$ cat config.mk
export PLATFORM = sky130hd
export DESIGN_NAME = ttx_encoder
export DESIGN_NICKNAME = d
export VERILOG_FILES = /design/src/rtl/ttx_fifo.v /design/src/rtl/ttx_encoder.v
export VERILOG_INCLUDE_DIRS = /design/src /design/src/rtl
export SDC_FILE = /design/constraint.sdc
export NUM_CORES = 1
export LEC_CHECK = 0
export ABC_AREA = 1
export ABC_CLOCK_PERIOD_IN_PS = 3200
export BUFFER_PORTS_ARGS = -buffer_cell sky130_fd_sc_hd__buf_4
export CAP_MARGIN = 0
export CORE_ASPECT_RATIO = 1.25
export CORE_MARGIN = 4
export CORE_UTILIZATION = 50
export CTS_BUF_LIST = sky130_fd_sc_hd__clkbuf_4 sky130_fd_sc_hd__clkbuf_8 sky130_fd_sc_hd__clkbuf_16
export CTS_CLUSTER_DIAMETER = 60
export CTS_CLUSTER_SIZE = 25
export DETAILED_ROUTE_END_ITERATION = 16
export PLACE_DENSITY = 0.72
export SLEW_MARGIN = 20
export SYNTH_ARGS = -nofsm -noshare
export SYNTH_HDL_FRONTEND = slang
export SYNTH_SLANG_ARGS = --single-unit
$ cat constraint.sdc
create_clock -name clock -period 3.2 [get_ports clock]
set_input_delay 0.48 -clock clock [delete_from_list [all_inputs] [get_ports clock]]
set_output_delay 0.48 -clock clock [all_outputs]
set_load 0.005 [all_outputs]
$ cat src/rtl/ttx_defs.vh
// ttx_defs.vh - shared constants of the 10/100 transmit encoder
// assumes: included by bare name into every design file of the encoder
`ifndef TTX_DEFS_VH
`define TTX_DEFS_VH

// ************************************************************
// clock and timing
// ************************************************************
`define TTX_CLK_PERIOD_NS   25
`define TTX_NLP_WIDTH_NS    100
`define TTX_NLP_PERIOD_US   16000
`define TTX_JAB_LIMIT_US    25000
`define TTX_UNJAB_US        500000

// ************************************************************
// 5-bit code-groups
// ************************************************************
`define TTX_CG_IDLE         5'h1F
`define TTX_CG_J            5'h18
`define TTX_CG_K            5'h11
`define TTX_CG_T            5'h0D
`define TTX_CG_R            5'h07
`define TTX_CG_HALT         5'h04

// ************************************************************
// fifo entry layout: {error, gate, nibble}
// ************************************************************
`define TTX_FIFO_WIDTH      6
`define TTX_FIFO_DEPTH      8
`define TTX_FIFO_AW         3
`define TTX_ENT_ERR         5
`define TTX_ENT_GATE        4

// scrambler seed: upper bits fixed, low five from the management address
`define TTX_SEED_HI         6'h2B
`define TTX_BMS_JABBER_BIT  1

`endif

$ cat src/rtl/ttx_fifo.v
// ttx_fifo.v - small synchronous fifo holding MII transmit entries
// assumes: single clock, async active-low reset, drain side may stall
`timescale 1ns/1ps
`include "ttx_defs.vh"

module ttx_fifo #(
	parameter WIDTH = `TTX_FIFO_WIDTH,
	parameter DEPTH = `TTX_FIFO_DEPTH,
	parameter AW    = `TTX_FIFO_AW
) (
	input  wire             clock,
	input  wire             resetn,
	input  wire             in_valid,
	output wire             in_ready,
	input  wire [WIDTH-1:0] in_data,
	output wire             out_valid,
	input  wire             out_ready,
	output wire [WIDTH-1:0] out_data
);

	// ************************************************************
	// storage and pointers
	// ************************************************************
	reg [WIDTH-1:0] mem_reg [0:DEPTH-1];   // entry storage
	reg [AW-1:0]    wr_ptr_reg;             // next slot to write
	reg [AW-1:0]    rd_ptr_reg;             // oldest entry
	reg [AW:0]      count_reg;              // entries held
	reg             full_reg;               // registered full flag
	reg             empty_reg;              // registered empty flag

	wire push = in_valid & ~full_reg;
	wire pop  = out_ready & ~empty_reg;

	assign in_ready  = ~full_reg;
	assign out_valid = ~empty_reg;
	assign out_data  = mem_reg[rd_ptr_reg];

	// storage write, no reset needed on data
	always @(posedge clock)
	begin
		if (push)
			mem_reg[wr_ptr_reg] <= in_data;
	end

	// pointers and flags; simultaneous push and pop keeps the count
	always @(posedge clock or negedge resetn)
	begin
		if (!resetn)
		begin
			wr_ptr_reg <= {AW{1'b0}};
			rd_ptr_reg <= {AW{1'b0}};
			count_reg  <= {(AW+1){1'b0}};
			full_reg   <= 1'b0;
			empty_reg  <= 1'b1;
		end
		else
		begin
			if (push)
				wr_ptr_reg <= wr_ptr_reg + 1'b1;
			if (pop)
				rd_ptr_reg <= rd_ptr_reg + 1'b1;
			if (push & ~pop)
			begin
				count_reg <= count_reg + 1'b1;
				empty_reg <= 1'b0;
				full_reg  <= (count_reg == DEPTH - 1);
			end
			else if (pop & ~push)
			begin
				count_reg <= count_reg - 1'b1;
				full_reg  <= 1'b0;
				empty_reg <= (count_reg == 1);
			end
		end
	end

endmodule // ttx_fifo

$ cat src/rtl/ttx_encoder.v
// ttx_encoder.v - 10/100 twisted-pair transmit encoder, device side
// assumes: MII entries arrive synchronous to clock with a one-cycle
// send_strobe per send clock rising edge; bit_strobe marks each line
// bit time (half-cell at 10 Mb/s, code bit at 100 Mb/s).
//
// Functional notes
// 10M: Manchester-encode nibbles while gate high
// MAC gives valid nibble each send clock
// frame end: last line transition is positive
// 10M idle: 100ns link pulse every 16ms
// jabber cuts transmitter after 20-30ms active
// output stays off while request asserted
// re-enable after 400-600ms request deasserted
// jabber shown as basic status bit one
// jabber bit zero at 100/1000 Mb/s
// 100M: nibble converted to 5-bit code-group
// first preamble byte becomes J then K
// later preamble and data nibbles encoded
// gate drop appends T then R
// idles sent until next frame
// code-groups shifted out serially
// sequencing follows standard 100BASE-X transmit machine
// idle code-group is all ones
// serial stream XORed with 11-bit scrambler
// scrambled stream always NRZI encoded
// error during frame sends halt groups
// standard data table; three-level line coder
`timescale 1ns/1ps
`include "ttx_defs.vh"

module ttx_encoder #(
	parameter NLP_PERIOD_CYC = `TTX_NLP_PERIOD_US * 1000 / `TTX_CLK_PERIOD_NS,
	parameter JAB_LIMIT_CYC  = `TTX_JAB_LIMIT_US * 1000 / `TTX_CLK_PERIOD_NS,
	parameter UNJAB_CYC      = `TTX_UNJAB_US * 1000 / `TTX_CLK_PERIOD_NS
) (
	input  wire       clock,
	input  wire       resetn,
	input  wire       speed_10,
	input  wire       speed_1000,
	input  wire [4:0] phy_addr,
	input  wire       bit_strobe,
	input  wire       send_strobe,
	input  wire       frame_send_gate,
	input  wire [3:0] send_nibble,
	input  wire       send_error,
	output wire       nibble_ready,
	output reg        line_data,
	output reg        line_enable,
	output reg        code_bit,
	output reg        scram_bit,
	output reg        nrzi_bit,
	output reg        mlt_pos,
	output reg        mlt_neg,
	output reg        basic_mode_status_jabber
);

	// ************************************************************
	// local constants
	// ************************************************************
	localparam [31:0] NLP_WIDTH_CYC =
		(`TTX_NLP_WIDTH_NS + `TTX_CLK_PERIOD_NS - 1) / `TTX_CLK_PERIOD_NS;
	localparam [31:0] NLP_LAST   = NLP_PERIOD_CYC - 1;
	localparam [31:0] JAB_LAST   = JAB_LIMIT_CYC - 1;
	localparam [31:0] UNJAB_LAST = UNJAB_CYC - 1;
	localparam [2:0]  NLP_W_LAST = NLP_WIDTH_CYC[2:0] - 3'h1;

	// 100M group states
	localparam [2:0] G_IDLE = 3'h0;
	localparam [2:0] G_J    = 3'h1;
	localparam [2:0] G_K    = 3'h2;
	localparam [2:0] G_DATA = 3'h3;
	localparam [2:0] G_T    = 3'h4;
	localparam [2:0] G_R    = 3'h5;
	// 10M manchester states
	localparam [1:0] M_IDLE = 2'h0;
	localparam [1:0] M_DATA = 2'h1;
	localparam [1:0] M_TAIL = 2'h2;

	// ************************************************************
	// entry fifo
	// ************************************************************
	wire [5:0] head;        // oldest entry {err, gate, nibble}
	wire       head_valid;  // an entry is waiting
	reg        pop;         // consume the head this cycle

	// the fifo absorbs send clock jitter; nibble_ready stalls the MAC
	ttx_fifo #(
		.WIDTH (`TTX_FIFO_WIDTH),
		.DEPTH (`TTX_FIFO_DEPTH),
		.AW    (`TTX_FIFO_AW)
	) u_fifo (
		.clock     (clock),
		.resetn    (resetn),
		.in_valid  (send_strobe),
		.in_ready  (nibble_ready),
		.in_data   ({send_error, frame_send_gate, send_nibble}),
		.out_valid (head_valid),
		.out_ready (pop),
		.out_data  (head)
	);

	wire head_gate = head_valid & head[`TTX_ENT_GATE];
	wire head_err  = head[`TTX_ENT_ERR];

	// standard 4B/5B data table
	function [4:0] enc4b5b;
		input [3:0] n;
		begin
			case (n)
				4'h0: enc4b5b = 5'h1E;
				4'h1: enc4b5b = 5'h09;
				4'h2: enc4b5b = 5'h14;
				4'h3: enc4b5b = 5'h15;
				4'h4: enc4b5b = 5'h0A;
				4'h5: enc4b5b = 5'h0B;
				4'h6: enc4b5b = 5'h0E;
				4'h7: enc4b5b = 5'h0F;
				4'h8: enc4b5b = 5'h12;
				4'h9: enc4b5b = 5'h13;
				4'hA: enc4b5b = 5'h16;
				4'hB: enc4b5b = 5'h17;
				4'hC: enc4b5b = 5'h1A;
				4'hD: enc4b5b = 5'h1B;
				4'hE: enc4b5b = 5'h1C;
				default: enc4b5b = 5'h1D;
			endcase
		end
	endfunction

	// ************************************************************
	// state registers
	// ************************************************************
	reg [2:0]  g_state_reg, g_state_next;   // 100M group state
	reg [4:0]  group_reg, group_next;       // group being shifted
	reg [2:0]  gbit_reg, gbit_next;         // bit index in group
	reg [1:0]  m_state_reg, m_state_next;   // 10M state
	reg [3:0]  nib_reg, nib_next;           // nibble being encoded
	reg [2:0]  half_reg, half_next;         // half-cell index 0..7
	reg        level_reg, level_next;       // manchester line level
	// level_reg is shown for the half-cell after its strobe, so the final
	// half-cell and the closing high stand a full half-cell before release
	reg        drive_reg, drive_next;       // line carries a frame half-cell
	reg        req_reg, req_next;           // internal transmit request
	reg        jab_reg;                     // jabber cutoff active
	reg [31:0] jab_cnt_reg;                 // active time counter
	reg [31:0] unjab_cnt_reg;               // quiet time counter
	reg [31:0] nlp_cnt_reg;                 // link pulse period
	reg [2:0]  nlp_w_reg;                   // link pulse width left
	reg        nlp_on_reg;                  // pulse being driven
	reg [10:0] lfsr_reg;                    // scrambler state
	reg        seeded_reg;                  // seed loaded after reset
	reg [1:0]  mlt_ph_reg;                  // three-level phase

	wire m_bit = nib_reg[half_reg[2:1]];    // current data bit, lsb first
	wire fb    = lfsr_reg[10] ^ lfsr_reg[8];

	// ************************************************************
	// next-state logic for both speeds
	// ************************************************************
	always @*
	begin
		g_state_next = g_state_reg;
		group_next   = group_reg;
		gbit_next    = gbit_reg;
		m_state_next = m_state_reg;
		nib_next     = nib_reg;
		half_next    = half_reg;
		level_next   = level_reg;
		req_next     = req_reg;
		drive_next   = drive_reg;
		pop          = 1'b0;
		if (!speed_10)
		begin
			// 100M: pick the next group at each group boundary
			m_state_next = M_IDLE;
			drive_next   = 1'b0;
			if (bit_strobe)
			begin
				if (gbit_reg != 3'h4)
					gbit_next = gbit_reg + 3'h1;
				else
				begin
					gbit_next = 3'h0;
					case (g_state_reg)
						G_IDLE:
						begin
							pop = head_valid;
							if (head_gate)
							begin
								group_next   = `TTX_CG_J;
								g_state_next = G_J;
							end
							else
								group_next = `TTX_CG_IDLE;
						end
						G_J:
						begin
							pop          = head_valid;
							group_next   = `TTX_CG_K;
							g_state_next = G_K;
						end
						G_K, G_DATA:
						begin
							pop          = head_valid;
							g_state_next = G_DATA;
							if (head_gate)

								group_next = head_err ? `TTX_CG_HALT : enc4b5b(head[3:0]);
							else if (head_valid)
							begin
								group_next   = `TTX_CG_T;
								g_state_next = G_T;
							end
							else
								group_next = `TTX_CG_HALT;  // underrun corrupts frame
						end
						G_T:
						begin
							group_next   = `TTX_CG_R;
							g_state_next = G_R;
						end
						G_R:
						begin
							group_next   = `TTX_CG_IDLE;
							g_state_next = G_IDLE;
						end
						default:
						begin
							group_next   = `TTX_CG_IDLE;
							g_state_next = G_IDLE;
						end
					endcase
				end
			end
		end
		else
		begin
			// 10M: one half-cell per strobe
			g_state_next = G_IDLE;
			if (jab_reg)
			begin
				// discard entries, stay silent while request holds
				m_state_next = M_IDLE;
				drive_next   = 1'b0;
				pop          = head_valid;
				if (head_valid)
					req_next = head[`TTX_ENT_GATE];
			end
			else if (bit_strobe)
			begin
				case (m_state_reg)
					M_IDLE:
					begin
						drive_next = 1'b0;
						pop = head_valid;
						if (head_valid)
							req_next = head[`TTX_ENT_GATE];
						if (head_gate)
						begin
							nib_next     = head[3:0];
							half_next    = 3'h0;
							m_state_next = M_DATA;
						end
					end
					M_DATA:
					begin
						// first half inverted, second half true: rise at mid for a one
						level_next = half_reg[0] ? m_bit : ~m_bit;
						drive_next = 1'b1;
						half_next  = half_reg + 3'h1;
						if (half_reg == 3'h7)
						begin
							pop = head_valid;
							if (head_valid)
								req_next = head[`TTX_ENT_GATE];
							if (head_gate)
								nib_next = head[3:0];
							else if (nib_reg[3])
								m_state_next = M_IDLE;
							else
								m_state_next = M_TAIL;
						end
					end
					M_TAIL:
					begin
						level_next   = 1'b1;
						drive_next   = 1'b1;
						m_state_next = M_IDLE;
					end
					default:
					begin
						m_state_next = M_IDLE;
						drive_next   = 1'b0;
					end
				endcase
			end
		end
	end

	// ************************************************************
	// encoder state
	// ************************************************************
	always @(posedge clock or negedge resetn)
	begin
		if (!resetn)
		begin
			g_state_reg <= G_IDLE;
			group_reg   <= `TTX_CG_IDLE;
			gbit_reg    <= 3'h0;
			m_state_reg <= M_IDLE;
			nib_reg     <= 4'h0;
			half_reg    <= 3'h0;
			level_reg   <= 1'b0;
			drive_reg   <= 1'b0;
			req_reg     <= 1'b0;
		end
		else
		begin
			g_state_reg <= g_state_next;
			group_reg   <= group_next;
			gbit_reg    <= gbit_next;
			m_state_reg <= m_state_next;
			nib_reg     <= nib_next;
			half_reg    <= half_next;
			level_reg   <= level_next;
			drive_reg   <= drive_next;
			req_reg     <= req_next;
		end
	end

	// ************************************************************
	// jabber watch, 10M only
	// ************************************************************
	// counters clear outside 10M so a speed change never leaves a stale cutoff
	always @(posedge clock or negedge resetn)
	begin
		if (!resetn)
		begin
			jab_reg       <= 1'b0;
			jab_cnt_reg   <= 32'h0;
			unjab_cnt_reg <= 32'h0;
		end
		else if (!speed_10)
		begin
			jab_reg       <= 1'b0;
			jab_cnt_reg   <= 32'h0;
			unjab_cnt_reg <= 32'h0;
		end
		else if (!jab_reg)
		begin
			unjab_cnt_reg <= 32'h0;
			if (m_state_reg == M_IDLE)
				jab_cnt_reg <= 32'h0;
			else if (jab_cnt_reg == JAB_LAST)
				jab_reg <= 1'b1;
			else
				jab_cnt_reg <= jab_cnt_reg + 32'h1;
		end
		else
		begin
			jab_cnt_reg <= 32'h0;
			if (req_reg)
				unjab_cnt_reg <= 32'h0;
			else if (unjab_cnt_reg == UNJAB_LAST)
				jab_reg <= 1'b0;
			else
				unjab_cnt_reg <= unjab_cnt_reg + 32'h1;
		end
	end

	// ************************************************************
	// link pulse timer, 10M idle only
	// ************************************************************
	always @(posedge clock or negedge resetn)
	begin
		if (!resetn)
		begin
			nlp_cnt_reg <= 32'h0;
			nlp_w_reg   <= 3'h0;
			nlp_on_reg  <= 1'b0;
		end
		else if (!speed_10 || m_state_reg != M_IDLE || drive_reg || jab_reg)
		begin
			nlp_cnt_reg <= 32'h0;
			nlp_w_reg   <= 3'h0;
			nlp_on_reg  <= 1'b0;
		end
		else if (nlp_on_reg)
		begin
			nlp_w_reg <= nlp_w_reg - 3'h1;
			if (nlp_w_reg == 3'h0)
				nlp_on_reg <= 1'b0;
		end
		else if (nlp_cnt_reg == NLP_LAST)
		begin
			nlp_cnt_reg <= 32'h0;
			nlp_w_reg   <= NLP_W_LAST;
			nlp_on_reg  <= 1'b1;
		end
		else
			nlp_cnt_reg <= nlp_cnt_reg + 32'h1;
	end

	// ************************************************************
	// serial path: scramble, NRZI, three-level, line outputs
	// ************************************************************
	always @(posedge clock or negedge resetn)
	begin
		if (!resetn)
		begin
			lfsr_reg    <= 11'h7FF;
			seeded_reg  <= 1'b0;
			code_bit    <= 1'b0;
			scram_bit   <= 1'b0;
			nrzi_bit    <= 1'b0;
			mlt_ph_reg  <= 2'h0;
			mlt_pos     <= 1'b0;
			mlt_neg     <= 1'b0;
			line_data   <= 1'b0;
			line_enable <= 1'b0;
			basic_mode_status_jabber <= 1'b0;
		end
		else
		begin
			if (!seeded_reg)
			begin
				// address caught after reset release, never under reset
				lfsr_reg   <= {`TTX_SEED_HI, phy_addr};
				seeded_reg <= 1'b1;
			end
			// a strobe in the seeding cycle still shifts its code bit out
			if (!speed_10 && bit_strobe)
			begin
				code_bit   <= group_reg[3'h4 - gbit_reg];
				scram_bit  <= group_reg[3'h4 - gbit_reg] ^ fb;
				if (seeded_reg)
					lfsr_reg <= {lfsr_reg[9:0], fb};
				if (group_reg[3'h4 - gbit_reg] ^ fb)
				begin
					nrzi_bit   <= ~nrzi_bit;
					mlt_ph_reg <= mlt_ph_reg + 2'h1;
					mlt_pos    <= (mlt_ph_reg == 2'h0);
					mlt_neg    <= (mlt_ph_reg == 2'h2);
				end
			end
			if (!speed_10)
			begin
				line_data   <= nrzi_bit;
				line_enable <= 1'b1;
			end
			else
			begin
				line_data   <= drive_reg ? level_reg : nlp_on_reg;
				line_enable <= ~jab_reg & (drive_reg | nlp_on_reg);
			end
			basic_mode_status_jabber <= jab_reg & speed_10 & ~speed_1000;
		end
	end

endmodule // ttx_encoder

Word-level counts from Yosys, hierarchy flattened
Memories as Yosys holds them, arrays and structs flattened.
Index checks and enable logic that the tools add are counted.

word-level totals
  register bits = 158
  memory bits (writable) = 48
  bits in read-only memories = 80
  bits of input ports = 17
  output and inout port bits = 9
  word-level logic and storage cells = 210
  memories kept = 2

cells by class
  add/sub/neg operators = 12
  magnitude comparators = 2
  equality and inequality tests = 26
  multiplexer cells = 87
  bitwise logic cells = 21
  reduce and logical (&&, ||, !) cells = 29

memories
  memory           words  bits a word  rd ports  clocked after memory_dff  wr ports  RTL line           RTL
  (no name shown)  16     5            1         0                         0         ttx_encoder.v:109  case (n)
  u_fifo.mem_reg   8      6            1         0                         1         ttx_fifo.v:24      reg [WIDTH-1:0] mem_reg [0:DEPTH-1];

operator list
  kind                     number
  $mux W32                 11
  $add A32 B1 Y32 const B  3
  $eq A32 B20 Y1 const B   2
  $mux W1                  37
  $mux W3                  12
  $mux W11                 3
  $eq A32 B25 Y1 const B   1
  $mux W4                  5
  $ne A4 B4 Y1 const B     5
  $pmux W5 S4              1
  $mux W2                  7
  $add A3 B1 Y3 const B    4
  $pmux W3 S4              1
  $reduce_and A4 Y1        3
  $reduce_bool A2 Y1       6
  $mux W5                  2
  $not A1 Y1               10
  $reduce_and A5 Y1        2
  $ne A3 B3 Y1 const B     3
  $and A1 B1 Y1            8
  $pmux W4 S2              1
  $eq A3 B2 Y1 const B     2
  $eq A3 B3 Y1 const B     2
  $logic_not A3 Y1         2
  31 further kinds         44

Depth between registers and ports, before layout
  word-level depth = 10
  mapped depth = 15
  depth with buffers taken out = 14

By module
A second synthesis with hierarchy kept.

unflattened totals
  cell total of the unflattened synthesis = 1557
  area total of the unflattened synthesis = 11690.0 um^2

by module, submodules not included
  module       instances  cells an instance  area each (um^2)  sequential area each (um^2)
  ttx_encoder  1          1260               8872.3            3673.5
  ttx_fifo     1          297                2817.7            1742.9

Worst setup path after synthesis
OpenSTA, ideal clock, no wires.

  path type = flip-flop to flip-flop
  from = register gbit_reg[0]
  to = register u_fifo.count_reg[3]
  library setup time = 0.118 ns
  arrival time = 2.324 ns
  required time = 3.082 ns
  path slack = 0.758 ns
  stages on the path, launching flop included = 14
  buffers on the path = 0
  period minus slack after synthesis = 2.442 ns
  cells stage by stage = dfrtp_1 -> inv_1 -> ha_1 -> ha_1 -> nand2_1 -> o211ai_1 -> nand2_1 -> ha_1 -> inv_1 -> nand2_1 -> o32ai_1 -> o21ai_0 -> xor2_1 -> inv_1

on the way
  longest elaborated chain between the ends = 8
  elaborated cells on any way between the ends = 10
  those cells by class = 1 x eq/ne; 4 x mux; 4 x bitwise; 1 x reduce/logical

RTL lines
  what                                           RTL line           RTL
  start: declaration                             ttx_encoder.v:135  reg [2:0] gbit_reg, gbit_next;
  start signal: assignment                       ttx_encoder.v:321  gbit_reg <= gbit_next;
  $ne A3 B3 Y1 *                                 ttx_encoder.v:179  if (gbit_reg != 3'h4)
  $mux W1 *                                      ttx_encoder.v:179
  $mux W1 *                                      ttx_encoder.v:177  if (bit_strobe)
  $mux W1 *                                      ttx_encoder.v:172  if (!speed_10)
  $and A1 B1 Y1 *                                ttx_fifo.v:32      wire pop = out_ready & ~empty_reg;
  $not A1 Y1                                     ttx_fifo.v:62      if (push & ~pop)
  $and A1 B1 Y1                                  ttx_fifo.v:62
  $mux W4 or $reduce_bool A2 Y1 (tied branches)  n/a
  end signal: assignment                         ttx_fifo.v:52      count_reg <= {(AW+1){1'b0}};
  end signal: assignment                         ttx_fifo.v:64      count_reg <= count_reg + 1'b1;
  end signal: assignment                         ttx_fifo.v:70      count_reg <= count_reg - 1'b1;
  end: declaration                               ttx_fifo.v:27      reg [AW:0] count_reg;

Mark *: on every way between the ends. The rest lies on a longest branch, timed or not.
A chain may end at the register's enable or synchronous reset.

Worst setup path in the final report
  from = register m_state_reg[0]
  to = register u_fifo.count_reg[3]

on the way
  longest elaborated chain between the ends = 9
  elaborated cells on any way between the ends = 12
  those cells by class = 1 x eq/ne; 5 x mux; 4 x bitwise; 2 x reduce/logical

RTL lines
  what                                              RTL line           RTL
  start: declaration                                ttx_encoder.v:136  reg [1:0] m_state_reg, m_state_next;
  start signal: assignment                          ttx_encoder.v:322  m_state_reg <= m_state_next;
  $eq A2 B1 Y1 or $logic_not A2 Y1 (tied branches)  ttx_encoder.v:251  case (m_state_reg)
  $pmux W1 S2 *                                     ttx_encoder.v:251
  $mux W1 *                                         ttx_encoder.v:249  else if (bit_strobe)
  $mux W1 *                                         ttx_encoder.v:240  if (jab_reg)
  $mux W1 *                                         ttx_encoder.v:172
  $and A1 B1 Y1 *                                   ttx_fifo.v:32
  $not A1 Y1                                        ttx_fifo.v:62
  $and A1 B1 Y1                                     ttx_fifo.v:62
  $mux W4 or $reduce_bool A2 Y1 (tied branches)     n/a

Marks and branches as above.

==> metrics.csv <==
metric,value,unit
synthesis-to-finish area growth,10.1,%
worst flop-to-flop path endpoint,u_fifo.count_reg[3]$_DFFE_PN0P_,
Final WS setup,0.310,ns
clock buffer count from CTS,17,
Die Width,141,µm
most frequent cell after synthesis,nand2_1,
#FFs+latches synth,206,
"Setup violations, final",0,
Clock Latency Late Sink,0.50,ns
initial core utilization,0.510,
Site Rows,60,
vias in the first global route,8833,
crit end category,flip-flop,
worst min path class,in -> reg,
relative slew slack,0.493,
Crit path arrival time,3.28,ns
worst hold path cell count,2,
largest net degree at the start of global routing,64,
Synth Flop Type,dfrtp_1,
WS Path Type,reg -> reg,
simple-gate share of the synthesized area,0.292,
H-tree levels,1,
Finished Layout Cells,1703,
DRT antenna net count,0,
CTS tree,yes,
total wire length,24.1,mm
grt total ovfl,0,
max FFs per register,48,
post-layout util,0.562,
final instance area,0.0121,mm²
fraction of registers with async set/reset,0.767,
first drt pass iteration count,5,
"Hold Vio Cnt, Final",0,
Post-Syn Area per Cell,7.97,µm²
synth top area cells,"dfrtp_1 32%, edfxtp_1 13%, nand2_1 11%",
"EDFF count, synth",48,
post-cts resize count,0,
Synth top area share,0.321,
Clock transition at path regs,0.09,ns
gr usage total,0.197,
nets,1453,
Synth Cell Area,0.0110,mm²
Die ar.,0.0244,mm²
RSZ-0062 raised after global routing,false,
first-pass GRT wire length,40.8,mm
core area,0.0215,mm²
Post-route DRC,0,
placed cell count,1673,
Mapped Cells,1380,
post-synthesis sequential area ratio,0.493,
Fmax,0.346,GHz
reg-to-reg startpoint,m_state_reg[0]$_DFFE_PN0P_,
post-synthesis compound-gate area fraction,0.0872,
hold slack final,0.126,ns
ANT cells,0,
Worst Tran Pin Value,0.754,ns
hpwl dp,17.7,mm
MaxCap Viol Count,0,
CP max FO,8,
via/cell ratio,5.37,
post-synthesis mux area share,0.00182,
pre-CTS setup slack,0.367,ns
Setup Skew,0.0272,ns
synth cell count leaders,"328 x nand2_1, 186 x inv_1, 149 x nor2_1",
Sum Neg Setup Slack,0,ns
overall power,5.59,mW
via count,9138,
die height,174,µm
# IOs,26,
Peak VDD IR,423,µV
Placed Area,0.0115,mm²
PwrDens,462,mW/mm²
synth unique cells,45,
Routability Congestion,0.910,
Max clock buf depth,3,
Synth Area in XOR/XNOR,0.0255,
Synth Area in Adders,0.0250,
CP Capture Point,u_fifo.count_reg[3]$_DFFE_PN0P_,
FF-to-FF setup slack,0.31,ns
cell chosen for the clock root,clkbuf_16,
layout cell share with drive strength beyond 1,0.0815,
status,"complete, no violations",
CP required,3.59,ns
Wirelength per Cell,14.2,µm
initial antenna violation count,0,
Yosys Warn Count,0,
Mapped Nets,1419,
"area leader, netlist",dfrtp_1,
largest family of logic cells by synthesized area,simple AND/OR/NAND/NOR gates,
Final Max Slew Viols,0,
DR iter-0 viols,588,
R2R cell count,14,
fin crit period,2.89,ns
Clock Sinks,206,
crit path from,m_state_reg[0]$_DFFE_PN0P_,
leak pwr,5.22,nW
Startpoint Class,flip-flop,
input/output buffers,25,
Tcrit/Tclk final,0.903,
worst max-delay path: stages, from the launching register on:
cell and delay (ns):
dfrtp_1 0.38, inv_1 0.12, ha_1 0.36, nor2_1 0.08, nor2_1 0.13, o21ai_0 0.14
o211ai_1 0.17, nand2_1 0.18, ha_1 0.38, inv_1 0.16, nand2_1 0.10, o32ai_1 0.23
o21ai_0 0.16, xor2_1 0.16, inv_1 0.05
routing by layer:
metal  GRT usage  vias to the layer above  share of wire
met5           0                        -              0
met4      0.0602                        0          0.027
met3      0.0212                       51          0.034
met2       0.359                      186           0.52
met1       0.243                     4281           0.42
li1            -                     4620              -
layout make-up:
class | count | area [µm²]
clock inverter | 11 | 145
inverter | 195 | 732
tap | 279 | 349
sequential | 206 | 5420
fill | 1939 | 9440
timing repair buffer | 37 | 284
multi-input combinational | 957 | 4740
clock buffer | 18 | 433
worst min-delay path by stage:
stage                                    startpoint  slack [ns]                                 end
after floorplan                              resetn        0.18  basic_mode_status_jabber$_DFF_PN0_
after global placement    mlt_ph_reg[0]$_DFFE_PN0P_        0.46           mlt_ph_reg[0]$_DFFE_PN0P_
after detailed placement  mlt_ph_reg[0]$_DFFE_PN0P_        0.46           mlt_ph_reg[0]$_DFFE_PN0P_
after CTS                                speed_1000        0.11  basic_mode_status_jabber$_DFF_PN0_
after global routing                     speed_1000        0.11  basic_mode_status_jabber$_DFF_PN0_
final                                    speed_1000        0.13  basic_mode_status_jabber$_DFF_PN0_
cells in the final DEF, fill, tap and decap left out, drive strengths merged:
master / instances
nand3b: 3
o2111ai: 1
dfstp: 17
o21ai: 87
o41ai: 4
and3: 2
nand2: 328
a22oi: 2
a31oi: 6
dfrtp: 141
xnor2: 3
ha: 22
xor2: 29
o221a: 1
nand3: 111
inv: 200
o211ai: 5
nor4: 15
nor2: 163
o31ai: 1
buf: 36
clkinv: 5
dlygate4sd3: 1
o21a: 1
nor3b: 1
nor3: 56
or2: 6
mux2i: 2
edfxtp: 48
clkbuf: 18
conb: 1
bufinv: 1
nand4: 41
o22ai: 17
a21oi: 47
o32ai: 2
logic make-up after synthesis:
group / Yosys count
adders and majority gates: 22
other: 1
AOI/OAI and AO/OA: 174
and+or+nand+nor: 726
muxes: 2
buffers and inverters: 217
DFF: 206
xor gates and xnor gates: 32
timing repair:
item	4_1_cts	5_1_grt
endpoints found under the hold margin	16	0
hold buffers	1	0
buffers inserted	0	0
power breakdown:
| group | internal [mW] | switching (mW) | total [mW] |
|---|---|---|---|
| Sequential | 2.83 | 0.0904 | 2.92 |
| Combinational | 0.195 | 0.293 | 0.489 |
| Clock | 1.13 | 1.05 | 2.18 |
| Total | 4.15 | 1.43 | 5.59 |
Power figures use the tool's default switching activity.
